$ cat src/rtl/bsfd_cfg.svh
`ifndef BSFD_CFG_SVH
`define BSFD_CFG_SVH

`define BSFD_OFF_ID 8'h00
`define BSFD_OFF_FAULT 8'h01
`define BSFD_OFF_STATUS 8'h02
`define BSFD_OFF_MODE 8'h03
`define BSFD_OFF_SETPOINT 8'h04
`define BSFD_OFF_FLOOR 8'h05
`define BSFD_OFF_CEILING 8'h06
`define BSFD_OFF_SHUTDOWN 8'h07
`define BSFD_OFF_LIMIT 8'h08
`define BSFD_OFF_RESET 8'h09

`define BSFD_MODE_ENABLE 7
`define BSFD_MODE_FORCE 6
`define BSFD_MODE_LOCK 5
`define BSFD_MODE_SS_TO 4
`define BSFD_MODE_RAMP_EN 3
`define BSFD_SHD_DISCHARGE 2

`define BSFD_FLT_STARTUP 4
`define BSFD_FLT_UVLO 3
`define BSFD_FLT_OT 2
`define BSFD_FLT_SHORT 1
`define BSFD_FLT_ILIM 0

`define BSFD_SEL_OPEN 2'h0
`define BSFD_SEL_RST 2'h1
`define BSFD_SETPOINT_RST 8'h6e
`define BSFD_FLOOR_RST 8'h00
`define BSFD_CODE_MAX 8'hb4
`define BSFD_LIMIT_RST 8'hff
`define BSFD_SOFT_RESET_CODE 8'ha5

`define BSFD_CLK_MHZ 100
`define BSFD_STEP_MV 10
`define BSFD_SS_US 520
`define BSFD_SS_STEP_CYC ((`BSFD_SS_US * `BSFD_CLK_MHZ) / 181)
`define BSFD_PD_US 2
`define BSFD_PD_CYC (`BSFD_PD_US * `BSFD_CLK_MHZ)
`define BSFD_ILIM_US 500
`define BSFD_ILIM_CYC (`BSFD_ILIM_US * `BSFD_CLK_MHZ)
`define BSFD_RESTART_MS 20
`define BSFD_RESTART_CYC (`BSFD_RESTART_MS * 1000 * `BSFD_CLK_MHZ)

`endif

$ cat src/rtl/bsfd_pkg.sv
`include "bsfd_cfg.svh"

package bsfd_pkg;

   typedef enum logic [1:0] {
      ST_IDLE = 2'b00,
      ST_SOFT = 2'b01,
      ST_ACT = 2'b11,
      ST_WAIT = 2'b10
   } bsfd_state_t;

   // Rate codes are tenths of a millivolt per microsecond.
   function automatic logic [15:0] bsfd_step_cycles(input logic [2:0] rate);
      int tenths;
      case (rate)
         3'h0: tenths = 5;
         3'h1: tenths = 10;
         3'h2: tenths = 20;
         3'h3: tenths = 25;
         3'h4: tenths = 40;
         3'h5: tenths = 50;
         3'h6: tenths = 80;
         default: tenths = 100;
      endcase
      return 16'((`BSFD_STEP_MV * 10 * `BSFD_CLK_MHZ) / tenths);
   endfunction : bsfd_step_cycles

endpackage : bsfd_pkg

$ cat src/rtl/bsfd_timer.sv
`timescale 1ns/1ns

module bsfd_timer
#(
   parameter int W = 22
)
(
   input wire logic clk,
   input wire logic rst,
   input wire logic run,
   input wire logic [W-1:0] limit,
   output logic done
);

   logic [W-1:0] cnt_q;

   always_ff @(posedge clk)
   begin
      if (rst || !run)
         cnt_q <= '0;
      else if (cnt_q != limit)
         cnt_q <= cnt_q + 1'b1;
   end

   assign done = run && (cnt_q == limit);

endmodule : bsfd_timer

$ cat src/rtl/bsfd_ramp.sv
`timescale 1ns/1ns

module bsfd_ramp
#(
   parameter int CODE_W = 8,
   parameter int CNT_W = 16
)
(
   input wire logic clk,
   input wire logic rst,
   input wire logic hold_zero,
   input wire logic [CODE_W-1:0] target,
   input wire logic [CNT_W-1:0] interval,
   input wire logic jump_down,
   output logic [CODE_W-1:0] code,
   output logic down_busy
);

   logic [CNT_W-1:0] cnt_q;
   logic tick;

   assign tick = (cnt_q + 1'b1) >= interval;
   assign down_busy = code > target;

   // Every move is one code per interval; only a plain downward change
   // may jump straight to the target.
   always_ff @(posedge clk)
   begin
      if (rst || hold_zero)
      begin
         code <= '0;
         cnt_q <= '0;
      end
      else if (down_busy && jump_down)
      begin
         code <= target;
         cnt_q <= '0;
      end
      else if (code != target)
      begin
         if (tick)
         begin
            cnt_q <= '0;
            code <= down_busy ? code - 1'b1 : code + 1'b1;
         end
         else
            cnt_q <= cnt_q + 1'b1;
      end
      else
         cnt_q <= '0;
   end

endmodule : bsfd_ramp

$ cat src/rtl/bsfd_top.sv
// Operation
// (RULE1) Input undervoltage while running clears enable, idles.
// (RULE2) Overtemperature clears enable; stays idle until re-enabled.
// (RULE3) Events set live status and read-cleared fault bits.
// (RULE4) Enable starts soft-start ramp to target.
// (RULE5) Disable tristates output; nonzero select discharges.
// (RULE6) Pulldown engages about 2 us after disable.
// (RULE7) Pulldown select: 50, 100, 200 ohm, open.
// (RULE8) Discharge bit pulls down during downward steps.
// (RULE9) Auto light-load mode; force bit holds fixed-frequency.
// (RULE10) Bypass entered automatically when input nears output.
// (RULE11) Output below half sets short fault at once.
// (RULE12) Light-load limit 500-1325 mA; lock freezes limits.
// (RULE13) 500 us limiting: fault, 20 ms off, retry.
// (RULE14) Fixed-frequency limit 440-2090 mA in 110 mA.
// (RULE15) Enable with input below rising threshold is refused.
// (RULE16) Fault shutdown resets bypass 0, light-load 1.
// (RULE17) Fixed mode reverse current tristates until output falls.
// (RULE18) Light-load mode tristates when output forced high.
// (RULE19) Setpoint 1.5-3.3 V, DAC stepped code by code.
// (RULE20) Setpoint outside floor or ceiling is clamped.
// (RULE21) New floor or ceiling waits for next setpoint.
// (RULE22) Ramp rate 0.5-10 mV/us; ramp bit steps down.
// (RULE23) Ramp bit alone starts no transition.
// (RULE24) Enable during a present fault is cleared at once.
// (RULE25) Step interval timed from ramp rate locally.
`timescale 1ns/1ns
`include "bsfd_cfg.svh"

module bsfd_top
   import bsfd_pkg::*;
#(
   parameter int ILIM_CYC = `BSFD_ILIM_CYC,
   parameter int RESTART_CYC = `BSFD_RESTART_CYC,
   // Identity values are arbitrary.
   parameter logic [3:0] PRODUCT_ID = 4'h5,
   parameter logic [3:0] SILICON_REV = 4'h2
)
(
   input wire logic clk,
   input wire logic rst,
   input wire logic [7:0] reg_addr,
   input wire logic [7:0] reg_wdata,
   input wire logic reg_we,
   input wire logic reg_re,
   output logic [7:0] reg_rdata,
   input wire logic vin_above_rise,
   input wire logic vin_below_fall,
   input wire logic over_temp,
   input wire logic vout_below_half,
   input wire logic ilim_hit,
   input wire logic ineg_hit,
   input wire logic vout_above_target,
   input wire logic vin_near_vout,
   input wire logic load_below_light,
   input wire logic load_above_heavy,
   output logic conv_en,
   output logic soft_start,
   output logic out_tristate,
   output logic pulse_freq_mode,
   output logic bypass_on,
   output logic pulldown_on,
   output logic [1:0] pulldown_sel,
   output logic [7:0] dac_code,
   output logic [3:0] light_limit_code,
   output logic [3:0] fixed_limit_code
);

   localparam int TW = 22;

   if (ILIM_CYC < 1 || ILIM_CYC >= (1 << TW)) begin : g_bad_ilim
      $error("ILIM_CYC out of range");
   end
   if (RESTART_CYC < 1 || RESTART_CYC >= (1 << TW)) begin : g_bad_rst
      $error("RESTART_CYC out of range");
   end

   logic [9:0] sync1_q;
   logic [9:0] sync2_q;
   logic ot_prev_q;
   logic vin_ok, vin_fall, ot, below_half, ilim, ineg, above_tgt;
   logic near, light, heavy;

   always_ff @(posedge clk)
   begin
      if (rst)
      begin
         sync1_q <= '0;
         sync2_q <= '0;
         ot_prev_q <= 1'b0;
      end
      else
      begin
         sync1_q <= {vin_above_rise, vin_below_fall, over_temp,
                     vout_below_half, ilim_hit, ineg_hit,
                     vout_above_target, vin_near_vout,
                     load_below_light, load_above_heavy};
         sync2_q <= sync1_q;
         ot_prev_q <= sync2_q[7];
      end
   end

   assign vin_ok = sync2_q[9];
   assign vin_fall = sync2_q[8];
   assign ot = sync2_q[7];
   assign below_half = sync2_q[6];
   assign ilim = sync2_q[5];
   assign ineg = sync2_q[4];
   assign above_tgt = sync2_q[3];
   assign near = sync2_q[2];
   assign light = sync2_q[1];
   assign heavy = sync2_q[0];

   // A register reset runs through the same path as the reset pin, except for the input synchronizers.
   logic soft_rst_q;
   logic srst;
   assign srst = rst || soft_rst_q;

   logic wr_mode, wr_set, wr_floor, wr_ceil, wr_shd, wr_lim, rd_fault;
   assign wr_mode = reg_we && reg_addr == `BSFD_OFF_MODE;
   assign wr_set = reg_we && reg_addr == `BSFD_OFF_SETPOINT;
   assign wr_floor = reg_we && reg_addr == `BSFD_OFF_FLOOR;
   assign wr_ceil = reg_we && reg_addr == `BSFD_OFF_CEILING;
   assign wr_shd = reg_we && reg_addr == `BSFD_OFF_SHUTDOWN;
   assign wr_lim = reg_we && reg_addr == `BSFD_OFF_LIMIT;
   assign rd_fault = reg_re && reg_addr == `BSFD_OFF_FAULT;

   always_ff @(posedge clk)
   begin
      if (rst)
         soft_rst_q <= 1'b0;
      else
         soft_rst_q <= reg_we && reg_addr == `BSFD_OFF_RESET &&
                       reg_wdata == `BSFD_SOFT_RESET_CODE;
   end

   bsfd_state_t state_q;
   logic enable_q, force_q, lock_q, ss_to_q, ramp_en_q;
   logic [2:0] rate_q;
   logic running, kill, refuse, ilim_done, restart_done, pd_done;
   logic retry_q;
   logic [7:0] ramp_code;
   logic ramp_down;
   logic [7:0] target_q;

   assign running = state_q != ST_IDLE;
   assign kill = running && (vin_fall || ot); // see (RULE1) (RULE2)
   assign refuse = !vin_ok || ot; // see (RULE15) (RULE24)

   // A shutdown from the analog side wins over a write in the same cycle.
   always_ff @(posedge clk)
   begin
      if (srst)
         enable_q <= 1'b0;
      else if (kill)
         enable_q <= 1'b0; // see (RULE1) (RULE2)
      else if (wr_mode)
         enable_q <= reg_wdata[`BSFD_MODE_ENABLE] && !refuse; // see (RULE24)
   end

   always_ff @(posedge clk)
   begin
      if (srst)
      begin
         force_q <= 1'b0;
         lock_q <= 1'b0;
         ss_to_q <= 1'b0;
         ramp_en_q <= 1'b0;
         rate_q <= 3'h0;
      end
      else if (wr_mode)
      begin
         force_q <= reg_wdata[`BSFD_MODE_FORCE];
         lock_q <= lock_q || reg_wdata[`BSFD_MODE_LOCK]; // see (RULE12)
         ss_to_q <= reg_wdata[`BSFD_MODE_SS_TO];
         ramp_en_q <= reg_wdata[`BSFD_MODE_RAMP_EN];
         rate_q <= reg_wdata[2:0]; // see (RULE22)
      end
   end

   always_ff @(posedge clk)
   begin
      if (srst)
         state_q <= ST_IDLE;
      else
      begin
         case (state_q)
            ST_IDLE:
               if (enable_q)
                  state_q <= ST_SOFT; // see (RULE4)
            ST_SOFT:
               if (kill || !enable_q)
                  state_q <= ST_IDLE;
               else if (ramp_code == target_q)
                  state_q <= ST_ACT;
            ST_ACT:
               if (kill || !enable_q)
                  state_q <= ST_IDLE;
               else if (ilim_done)
                  state_q <= ST_WAIT; // see (RULE13)
            ST_WAIT:
               if (kill || !enable_q)
                  state_q <= ST_IDLE;
               else if (restart_done)
                  state_q <= ST_SOFT; // see (RULE13)
            default:
               state_q <= ST_IDLE;
         endcase
      end
   end

   // The retry mark tells a repeated trip after a restart from a first one.
   always_ff @(posedge clk)
   begin
      if (srst || state_q == ST_IDLE)
         retry_q <= 1'b0;
      else if (ilim_done)
         retry_q <= 1'b1;
   end

   bsfd_timer #(.W(TW)) u_ilim_timer (
      .clk(clk),
      .rst(srst),
      .run(state_q == ST_ACT && ilim),
      .limit(TW'(ILIM_CYC)),
      .done(ilim_done)
   );

   bsfd_timer #(.W(TW)) u_restart_timer (
      .clk(clk),
      .rst(srst),
      .run(state_q == ST_WAIT),
      .limit(TW'(RESTART_CYC)),
      .done(restart_done)
   );

   bsfd_timer #(.W(TW)) u_pd_timer (
      .clk(clk),
      .rst(srst),
      .run(!enable_q && state_q == ST_IDLE),
      .limit(TW'(`BSFD_PD_CYC)),
      .done(pd_done)
   );

   logic [7:0] floor_q, ceil_q, set_q, lim_q;
   logic [2:0] shd_q;
   logic [7:0] set_cap;

   assign set_cap = reg_wdata > `BSFD_CODE_MAX ? `BSFD_CODE_MAX : reg_wdata;

   always_ff @(posedge clk)
   begin
      if (srst)
      begin
         set_q <= `BSFD_SETPOINT_RST;
         target_q <= `BSFD_SETPOINT_RST;
      end
      else if (wr_set)
      begin
         set_q <= set_cap; // see (RULE19)
         if (set_cap > ceil_q)
            target_q <= ceil_q; // see (RULE20)
         else if (set_cap < floor_q)
            target_q <= floor_q; // see (RULE20)
         else
            target_q <= set_cap;
      end
   end

   // Floor and ceiling only act at the next setpoint write; the limit register acts at once.
   always_ff @(posedge clk)
   begin
      if (srst)
      begin
         floor_q <= `BSFD_FLOOR_RST;
         ceil_q <= `BSFD_CODE_MAX;
         lim_q <= `BSFD_LIMIT_RST;
      end
      else
      begin
         if (wr_floor && !lock_q)
            floor_q <= set_cap; // see (RULE21)
         if (wr_ceil && !lock_q)
            ceil_q <= set_cap; // see (RULE21)
         if (wr_lim && !lock_q)
            lim_q <= reg_wdata; // see (RULE12) (RULE14)
      end
   end

   always_ff @(posedge clk)
   begin
      if (srst)
         shd_q <= {1'b0, `BSFD_SEL_RST}; // see (RULE7)
      else if (wr_shd)
         shd_q <= reg_wdata[2:0];
   end

   bsfd_ramp #(.CODE_W(8), .CNT_W(16)) u_ramp (
      .clk(clk),
      .rst(srst),
      .hold_zero(!(state_q == ST_SOFT || state_q == ST_ACT)),
      .target(target_q),
      .interval(state_q == ST_SOFT ? 16'(`BSFD_SS_STEP_CYC) :
                bsfd_step_cycles(rate_q)), // see (RULE25) (RULE4)
      .jump_down(!ramp_en_q), // see (RULE22) (RULE23)
      .code(ramp_code),
      .down_busy(ramp_down)
   );

   logic [4:0] fault_q;
   logic [4:0] fault_set;
   logic uvlo_evt, uvlo_stat_q;

   assign uvlo_evt = (running && vin_fall) ||
                     (wr_mode && reg_wdata[`BSFD_MODE_ENABLE] &&
                      !vin_ok); // see (RULE15)

   always_comb
   begin
      fault_set = '0;
      fault_set[`BSFD_FLT_UVLO] = uvlo_evt;
      fault_set[`BSFD_FLT_OT] = ot && !ot_prev_q;
      fault_set[`BSFD_FLT_SHORT] = (state_q == ST_ACT && below_half) ||
                                   (ilim_done && retry_q); // see (RULE11)
      fault_set[`BSFD_FLT_ILIM] = ilim_done; // see (RULE13)
      fault_set[`BSFD_FLT_STARTUP] = state_q == ST_SOFT && ss_to_q &&
                                     ramp_code == target_q && below_half;
   end

   // Set wins over the read clear, so no event is lost.
   always_ff @(posedge clk)
   begin
      if (srst)
         fault_q <= '0;
      else if (rd_fault)
         fault_q <= fault_set; // see (RULE3)
      else
         fault_q <= fault_q | fault_set; // see (RULE3)
   end

   always_ff @(posedge clk)
   begin
      if (srst)
         uvlo_stat_q <= 1'b0;
      else if (uvlo_evt)
         uvlo_stat_q <= 1'b1; // see (RULE3)
      else if (vin_ok)
         uvlo_stat_q <= 1'b0;
   end

   logic pfm_q, bypass_q, negtri_q;

   always_ff @(posedge clk)
   begin
      if (srst || kill || state_q == ST_IDLE)
         pfm_q <= 1'b1; // see (RULE16)
      else if (force_q)
         pfm_q <= 1'b0; // see (RULE9)
      else if (heavy)
         pfm_q <= 1'b0; // see (RULE9)
      else if (light)
         pfm_q <= 1'b1; // see (RULE9)
   end

   always_ff @(posedge clk)
   begin
      if (srst || kill)
         bypass_q <= 1'b0; // see (RULE16)
      else
         bypass_q <= state_q == ST_ACT && near; // see (RULE10)
   end

   // Reverse-current hold releases when the forced output drops, or on leaving ST_ACT or fixed-frequency mode.
   always_ff @(posedge clk)
   begin
      if (srst || state_q != ST_ACT || pfm_q)
         negtri_q <= 1'b0;
      else if (ineg)
         negtri_q <= 1'b1; // see (RULE17)
      else if (!above_tgt)
         negtri_q <= 1'b0; // see (RULE17)
   end

   logic [6:0] status;
   assign status = {state_q == ST_IDLE || state_q == ST_ACT ?
                    !(uvlo_stat_q || ot) : 1'b0,
                    bypass_q, pfm_q, uvlo_stat_q, ot,
                    state_q == ST_ACT && below_half,
                    conv_en && ilim};

   always_ff @(posedge clk)
   begin
      if (srst)
      begin
         conv_en <= 1'b0;
         soft_start <= 1'b0;
         out_tristate <= 1'b1;
         pulldown_on <= 1'b0;
      end
      else
      begin
         conv_en <= state_q == ST_SOFT || state_q == ST_ACT;
         soft_start <= state_q == ST_SOFT;
         out_tristate <= !(state_q == ST_SOFT || state_q == ST_ACT) ||
                         negtri_q ||
                         (pfm_q && above_tgt); // see (RULE5) (RULE18)
         pulldown_on <= shd_q[1:0] != `BSFD_SEL_OPEN &&
                        (pd_done || // see (RULE5) (RULE6)
                         (shd_q[`BSFD_SHD_DISCHARGE] && ramp_down &&
                          state_q == ST_ACT)); // see (RULE8)
      end
   end

   assign pulse_freq_mode = pfm_q;
   assign bypass_on = bypass_q;
   assign pulldown_sel = shd_q[1:0]; // see (RULE7)
   assign dac_code = ramp_code;
   assign light_limit_code = lim_q[7:4];
   assign fixed_limit_code = lim_q[3:0];

   always_ff @(posedge clk)
   begin
      if (srst)
         reg_rdata <= '0;
      else if (reg_re)
      begin
         case (reg_addr)
            `BSFD_OFF_ID: reg_rdata <= {PRODUCT_ID, SILICON_REV};
            `BSFD_OFF_FAULT: reg_rdata <= {3'h0, fault_q};
            `BSFD_OFF_STATUS: reg_rdata <= {1'b0, status};
            `BSFD_OFF_MODE: reg_rdata <= {enable_q, force_q, lock_q,
                                         ss_to_q, ramp_en_q, rate_q};
            `BSFD_OFF_SETPOINT: reg_rdata <= set_q;
            `BSFD_OFF_FLOOR: reg_rdata <= floor_q;
            `BSFD_OFF_CEILING: reg_rdata <= ceil_q;
            `BSFD_OFF_SHUTDOWN: reg_rdata <= {5'h0, shd_q};
            `BSFD_OFF_LIMIT: reg_rdata <= lim_q;
            default: reg_rdata <= 8'h00;
         endcase
      end
   end

endmodule : bsfd_top

$ cat config.mk
export PLATFORM = sky130hd
export DESIGN_NAME = bsfd_top
export DESIGN_NICKNAME = d
export VERILOG_FILES = /design/src/rtl/bsfd_pkg.sv /design/src/rtl/bsfd_timer.sv /design/src/rtl/bsfd_ramp.sv /design/src/rtl/bsfd_top.sv
export VERILOG_INCLUDE_DIRS = /design/src /design/src/rtl
export SDC_FILE = /design/constraint.sdc
export NUM_CORES = 1
export LEC_CHECK = 0
export ABC_AREA = 1
export BUFFER_PORTS_ARGS = -buffer_cell sky130_fd_sc_hd__buf_4
export CORE_MARGIN = 3
export CORE_UTILIZATION = 60
export CTS_CLUSTER_DIAMETER = 30
export DETAILED_ROUTE_END_ITERATION = 7
export GPL_TIMING_DRIVEN = 1
export HOLD_SLACK_MARGIN = 0.12
export PLACE_DENSITY_LB_ADDON = 0.08
export SLEW_MARGIN = 20
export SYNTH_ARGS = -nofsm -noshare
export SYNTH_HDL_FRONTEND = slang
export SYNTH_SLANG_ARGS = --single-unit
$ cat constraint.sdc
create_clock -name clk -period 42.5 [get_ports clk]
set_clock_uncertainty 0.2 [all_clocks]
set_input_delay 2.125 -clock clk [delete_from_list [all_inputs] [get_ports clk]]
set_output_delay 2.125 -clock clk [all_outputs]
set_load 0.05 [all_outputs]
# Yosys cells after proc, flatten, opt, wreduce, memory -nomap -nowiden

Index checks and enable logic that the tools add are counted.

Input bits: 30
Memories: 0
Register bits: 187
Memory bits (read-only): 0
Output and inout port bits: 32
Logic and storage cells: 188
Latch bits: 0
Bits in writable memories: 0

Multiply operators: 0
Mux-type cells: 27
Bitwise logic cells: 2
Divide/modulo/power cells: 1
Reductions and logical operators: 81
Add/subtract/negate cells: 6
Equality and inequality tests: 33
Shift-type cells: 0
Order comparisons: 5

Operator list:

| operator                                                                | number |
|---|---|
| 8-bit case mux with 9 select lines                                      | 1 |
| 22-bit by 1-bit adder with 22-bit output, second input constant         | 3 |
| 8-bit two-way mux                                                       | 7 |
| 7-bit case mux with 7 select lines                                      | 1 |
| 1-bit logical AND                                                       | 35 |
| 15-bit by 32-bit divider with 32-bit output, first input constant       | 1 |
| 8-bit by 3-bit equality test with 1-bit output, second input constant   | 4 |
| 22-bit by 16-bit equality test with 1-bit output, second input constant | 1 |
| 22-bit by 21-bit equality test with 1-bit output, second input constant | 1 |
| 22-bit by 8-bit equality test with 1-bit output, second input constant  | 1 |
| 1-bit logical OR                                                        | 22 |
| 22-bit by 16-bit != test with 1-bit output, second input constant       | 1 |
| 22-bit by 21-bit != test with 1-bit output, second input constant       | 1 |
| 22-bit by 8-bit != test with 1-bit output, second input constant        | 1 |
| 16-bit by 1-bit adder with 16-bit output, second input constant         | 1 |
| 8-bit by 2-bit equality test with 1-bit output, second input constant   | 2 |
| 8-bit by 4-bit equality test with 1-bit output, second input constant   | 2 |
| 16-bit >= comparator                                                    | 1 |
| 8-bit > comparator                                                      | 2 |
| 16-bit two-way mux                                                      | 1 |
| 2-bit two-way mux                                                       | 7 |
| 1-bit zero test                                                         | 11 |
| 2-bit nonzero test                                                      | 5 |
| 3-bit equality test, second input constant                              | 3 |
| 29 further kinds                                                        | 40 |

# Longest topological paths before layout

Depth after elaboration: 8
Depth in mapped cells: 337
Gate-level depth less buffers: 314

# Hierarchy

A second synthesis with hierarchy kept.

Cell total of the unflattened synthesis: 5713
Area, all modules: 33343.2 um^2

Modules (own cells, without submodules):

| module     | times used | cells an instance | seq. area each (um^2) | area an instance (um^2) |
|---|---|---|---|---|
| bsfd_top   | 1          | 4350              | 1941.9                | 25405.6 |
| bsfd_timer | 3          | 353               | 440.4                 | 1933.1 |
| bsfd_ramp  | 1          | 304               | 480.5                 | 2138.3 |

# Worst setup path before layout

No wires, ideal clock.

Path kind: reg-to-reg
Start point: reg rate_q[1]
End point: reg u_ramp.code[7]
Cell stages (with the launch flop): 319
Setup slack: -931 ps
Buffers on the path: 24
Data arrival time: 43114 ps
Clock period less this slack: 43431 ps
Setup time: 117 ps
Cells stage by stage: dfxtp_1 -> buf_6 -> inv_2 -> nand2_2 -> ha_1 -> nor3_2 -> ha_1 -> inv_1 -> nor2_1 -> nand3_2 -> nand2_1 -> nand2_1 -> inv_1 -> ha_1 -> nand2_1 -> o21ai_0 -> nand2_1 -> nand2_2 -> [283 not listed] -> nor2_1 -> nand2_1 -> ha_1 -> inv_1 -> a21oi_1 -> o21ai_0 -> nand2_1 -> a21oi_1 -> o21ai_0 -> a21o_1 -> a21oi_1 -> o211ai_1 -> a41oi_1 -> nor2_1 -> clkbuf_1 -> o211ai_1 -> o211ai_1 -> inv_1

Cells in the longest elaborated chain, start to end: 7
Elaborated cells between the ends (all ways): 13
Those cells by class: div (1); order compare (1); eq/ne (6); mux (2); reduce/logical (3)

Ends and longest elaborated chain:

| item                                          | line            | source |
|---|---|---|
| from (decl)                                   | bsfd_top.sv:139 | `logic [2:0] rate_q;` |
| from (signal assigned)                        | bsfd_top.sv:177 | `rate_q <= reg_wdata[2:0];` |
| 3-bit equality test (tied with other cells)   | bsfd_pkg.sv:15  | `case (rate)` |
| 7-bit case mux with 7 select lines *          | bsfd_pkg.sv:15  |  |
| 15-bit by 32-bit divider with 32-bit output * | bsfd_pkg.sv:25  | `` return 16'((`BSFD_STEP_MV * 10 * `BSFD_CLK_MHZ) / tenths); `` |
| 16-bit two-way mux *                          | bsfd_top.sv:303 | `` .interval(state_q == ST_SOFT ? 16'(`BSFD_SS_STEP_CYC) : `` |
| 16-bit >= comparator *                        | bsfd_ramp.sv:22 | `assign tick = (cnt_q + 1'b1) >= interval;` |
| 2-bit nonzero test (no line) *                | --              |  |
| 2-bit AND reduction (no line) *               | --              |  |
| to (signal assigned)                          | bsfd_ramp.sv:36 | `code <= target;` |
| to (signal assigned)                          | bsfd_ramp.sv:44 | `code <= down_busy ? code - 1'b1 : code + 1'b1;` |
| to (decl)                                     | bsfd_ramp.sv:15 | `output logic [CODE_W-1:0] code,` |

Mark *: on every way between the ends. The rest lies on a longest branch, timed or not.
A chain may end at the register's enable or synchronous reset.

# Worst setup path in the final report

Start point: reg rate_q[0]
End point: reg u_ramp.code[2]

The elaborated chain is that of the path after synthesis.

==> impl_metrics.ini <==
[logic_synthesis]
netlist_area_um2 = 30500
synth-seq-cells = 187
synthArstFlopShare = 0
yosys.area.top_type_share = 0.145
synth_top_area_cell = nand2_1
synth_common_cells = 1,182 x nand2_1, 679 x inv_1, 502 x nor2_1
ys.warnings.count = 0
synthFlopType = dfxtp_1
yosys-top-cells-area = nand2_1 15%, dfxtp_1 12%, ha_1 8.4%, inv_1 8.3%, nor2_1 6.2%
synth_most_common_cell = nand2_1
synth-seq-area-share = 0.123
syn_area_per_cell_um2 = 6.13
synthDistinctLibCells = 82
synth-edff-count = 0
syn_inst = 4979

[timing]
fmax_ghz = 0.0249
setup_viol = 0
worstMarginPinSlew_ns = 0.997
fin_crit_sh = 0.944
hold_viol = 0
whs_ns = 0.200
slew_viol_final = 0
fin_crit_ns = 40.10
relSlewSlack = 0.333

[run_status]
outcome = finished clean

[routing]
wl_per_cell_um = 15.1
viasPerCell = 5.58
drtAntennaViolNets = 0
drt_iter0_markers = 2609
finalWirelength_um = 89200
via_count = 32900
drc = 0
first_pass_iters = 6

[clock_network]
cts_buffer_depth = 2
clkTransAtPathRegs_ns = 0.08
h-tree-depth = 4
cts.sinks = 187
numCtsBuffers = 17
clk_latency_ns = 0.45
cts_root_buf = clkbuf_16
tritoncts = built

[floorplanning]
die-width_um = 232
start_util = 0.609
rows = 82
die_h_um = 232
io_pins = 62
die-area_um2 = 53600
core_area_um2 = 50200

[placement]
place_inst = 5765
dpl_cell_area_um2 = 32100
dp_hpwl_um = 68600
io_buffers = 61
gp_congestion = 0.988

[global_route]
antenna_found_initial = 0
grt_pass1_wl_um = 143000
track_usage = 0.316
grt_pass1_vias = 29500
grt_max_degree = 55
grt.overflow.total = 0

[pwr]
power.density_nw_per_um2 = 54.8
finalPower_uw = 1880
p_leak_uw = 0.0168
ir_drop_mv = 0.0553

[worst_setup_path]
slowest_delay_ns = 0.38
endpoint_kind = flop
start_kind = flop
worstPathRequired_ns = 42.66
regToRegSetupSlack_ns = 2.40
slowest_stage = dfxtp_4
worstSetupPathType = flop to flop
arrival_ns = 40.27
cp_max_fo = 14
worst_path_most_repeated_cell = nand2_1

[final_layout]
drive_above_1_share = 0.229
final_area_um2 = 34400
fin_nets = 5455
area_delta_synth_final_pct = 12.6
final_core_util = 0.685
diodes = 0
fin_cells = 5904

[min_path]
hp-class = flop to flop

[job]
maxCapViolCount = 0
==> kinds of logic after synthesis <==
kind of cell	Yosys count	synth area share
xor gates and xnor gates	152	0.0442
DFF	187	0.123
adders and majority gates	206	0.0847
and+or+nand+nor	2920	0.499
other	1	0.000123
AOI/OAI and AO/OA	668	0.124
buffers and inverters	845	0.126
==> through the flow <==
stage / setup slack (ns) / setup TNS (ns)
after detailed placement: -2.05 / -44.74
final: 2.40 / 0
after global placement: -0.441 / -6.93
after floorplan: 0.0425 / 0
after CTS: 0.0908 / 0
after global routing: -0.779 / -14.83
==> sequential cells by signal (all words and copies together), names as in the netlist, 2 cells and up <==
name                   count
lim_q                      8
rate_q                     3
u_pd_timer.cnt_q          22
floor_q                    8
u_restart_timer.cnt_q     22
sync1_q                   10
u_ramp.code                8
target_q                   8
state_q                    2
ceil_q                     8
reg_rdata                  8
fault_q                    5
sync2_q                   10
u_ilim_timer.cnt_q        22
shd_q                      3
set_q                      8
u_ramp.cnt_q              16
==> timing repair <==
action | 4_1_cts | 5_1_grt
gates resized for setup | 21 | 209
gates cloned | 2 | 3
endpoints found under the hold margin | 0 | 0
pin swaps | 10 | 100
setup endpoints to repair | 24 | 24
hold buffers | 0 | 0
setup buffers | 11 | 91
==> layout by cell type (no fill, tap or decap), types with 37 or more instances in the layout <==
cell and count:
o21ai_0 200, nor2_1 493, xor2_1 97, a21oi_2 37
nand4_1 146, nand2_2 216, nand2_1 1164, o21ai_2 40
inv_1 665, nand3_1 326, nor2_2 73, buf_4 308
a21oi_1 210, xnor2_1 52, nor2_4 69, nor3_1 85
o21ai_1 44, ha_1 178, nand3_2 116, nand2_4 52
dfxtp_1 184
==> per-layer routing <==
layer  track usage  vias to the layer above  wire length [um]
met3        0.0318                      157              5430
met4        0.0933                        0              2340
met2         0.524                     1053             40500
met5             0                        -                 0
li1              -                    16700                 -
met1         0.435                    15000             41000
==> final timing paths <==
kind              startpoint              to  depth (start not counted)
hold / removal    sync1_q[0]      sync2_q[0]                          2
setup reg to reg   rate_q[0]  u_ramp.code[2]                        299
setup / recovery   rate_q[0]  u_ramp.code[2]                        299
hold reg to reg   sync1_q[0]      sync2_q[0]                          2
==> critical path, delay by kind of cell (launching register included) <==
| family | cells | cell delay [ns] |
|---|---|---|
| and+or+nand+nor | 150 | 16.38 |
| buffers and inverters | 47 | 4.15 |
| DFF | 1 | 0.38 |
| xor gates and xnor gates | 1 | 0.21 |
| AOI/OAI and AO/OA | 71 | 10.14 |
| adders and majority gates | 30 | 8.40 |
==> power by group <==
group          switching (uW)  internal [uW]
Combinational            1030            508
Sequential               3.59            180
Clock                    81.1           79.5
Total                    1120            767
==> final cells by class <==
class	instances	area, um2
Clock inverter	15	169
Fill cell	4689	15800
Clock buffer	17	425
Inverter	740	2880
Multi-Input combinational cell	3954	23900
Timing Repair Buffer	319	2460
Sequential cell	187	3750
Tap cell	672	841
Note: power is estimated with default switching activity, not from simulation.
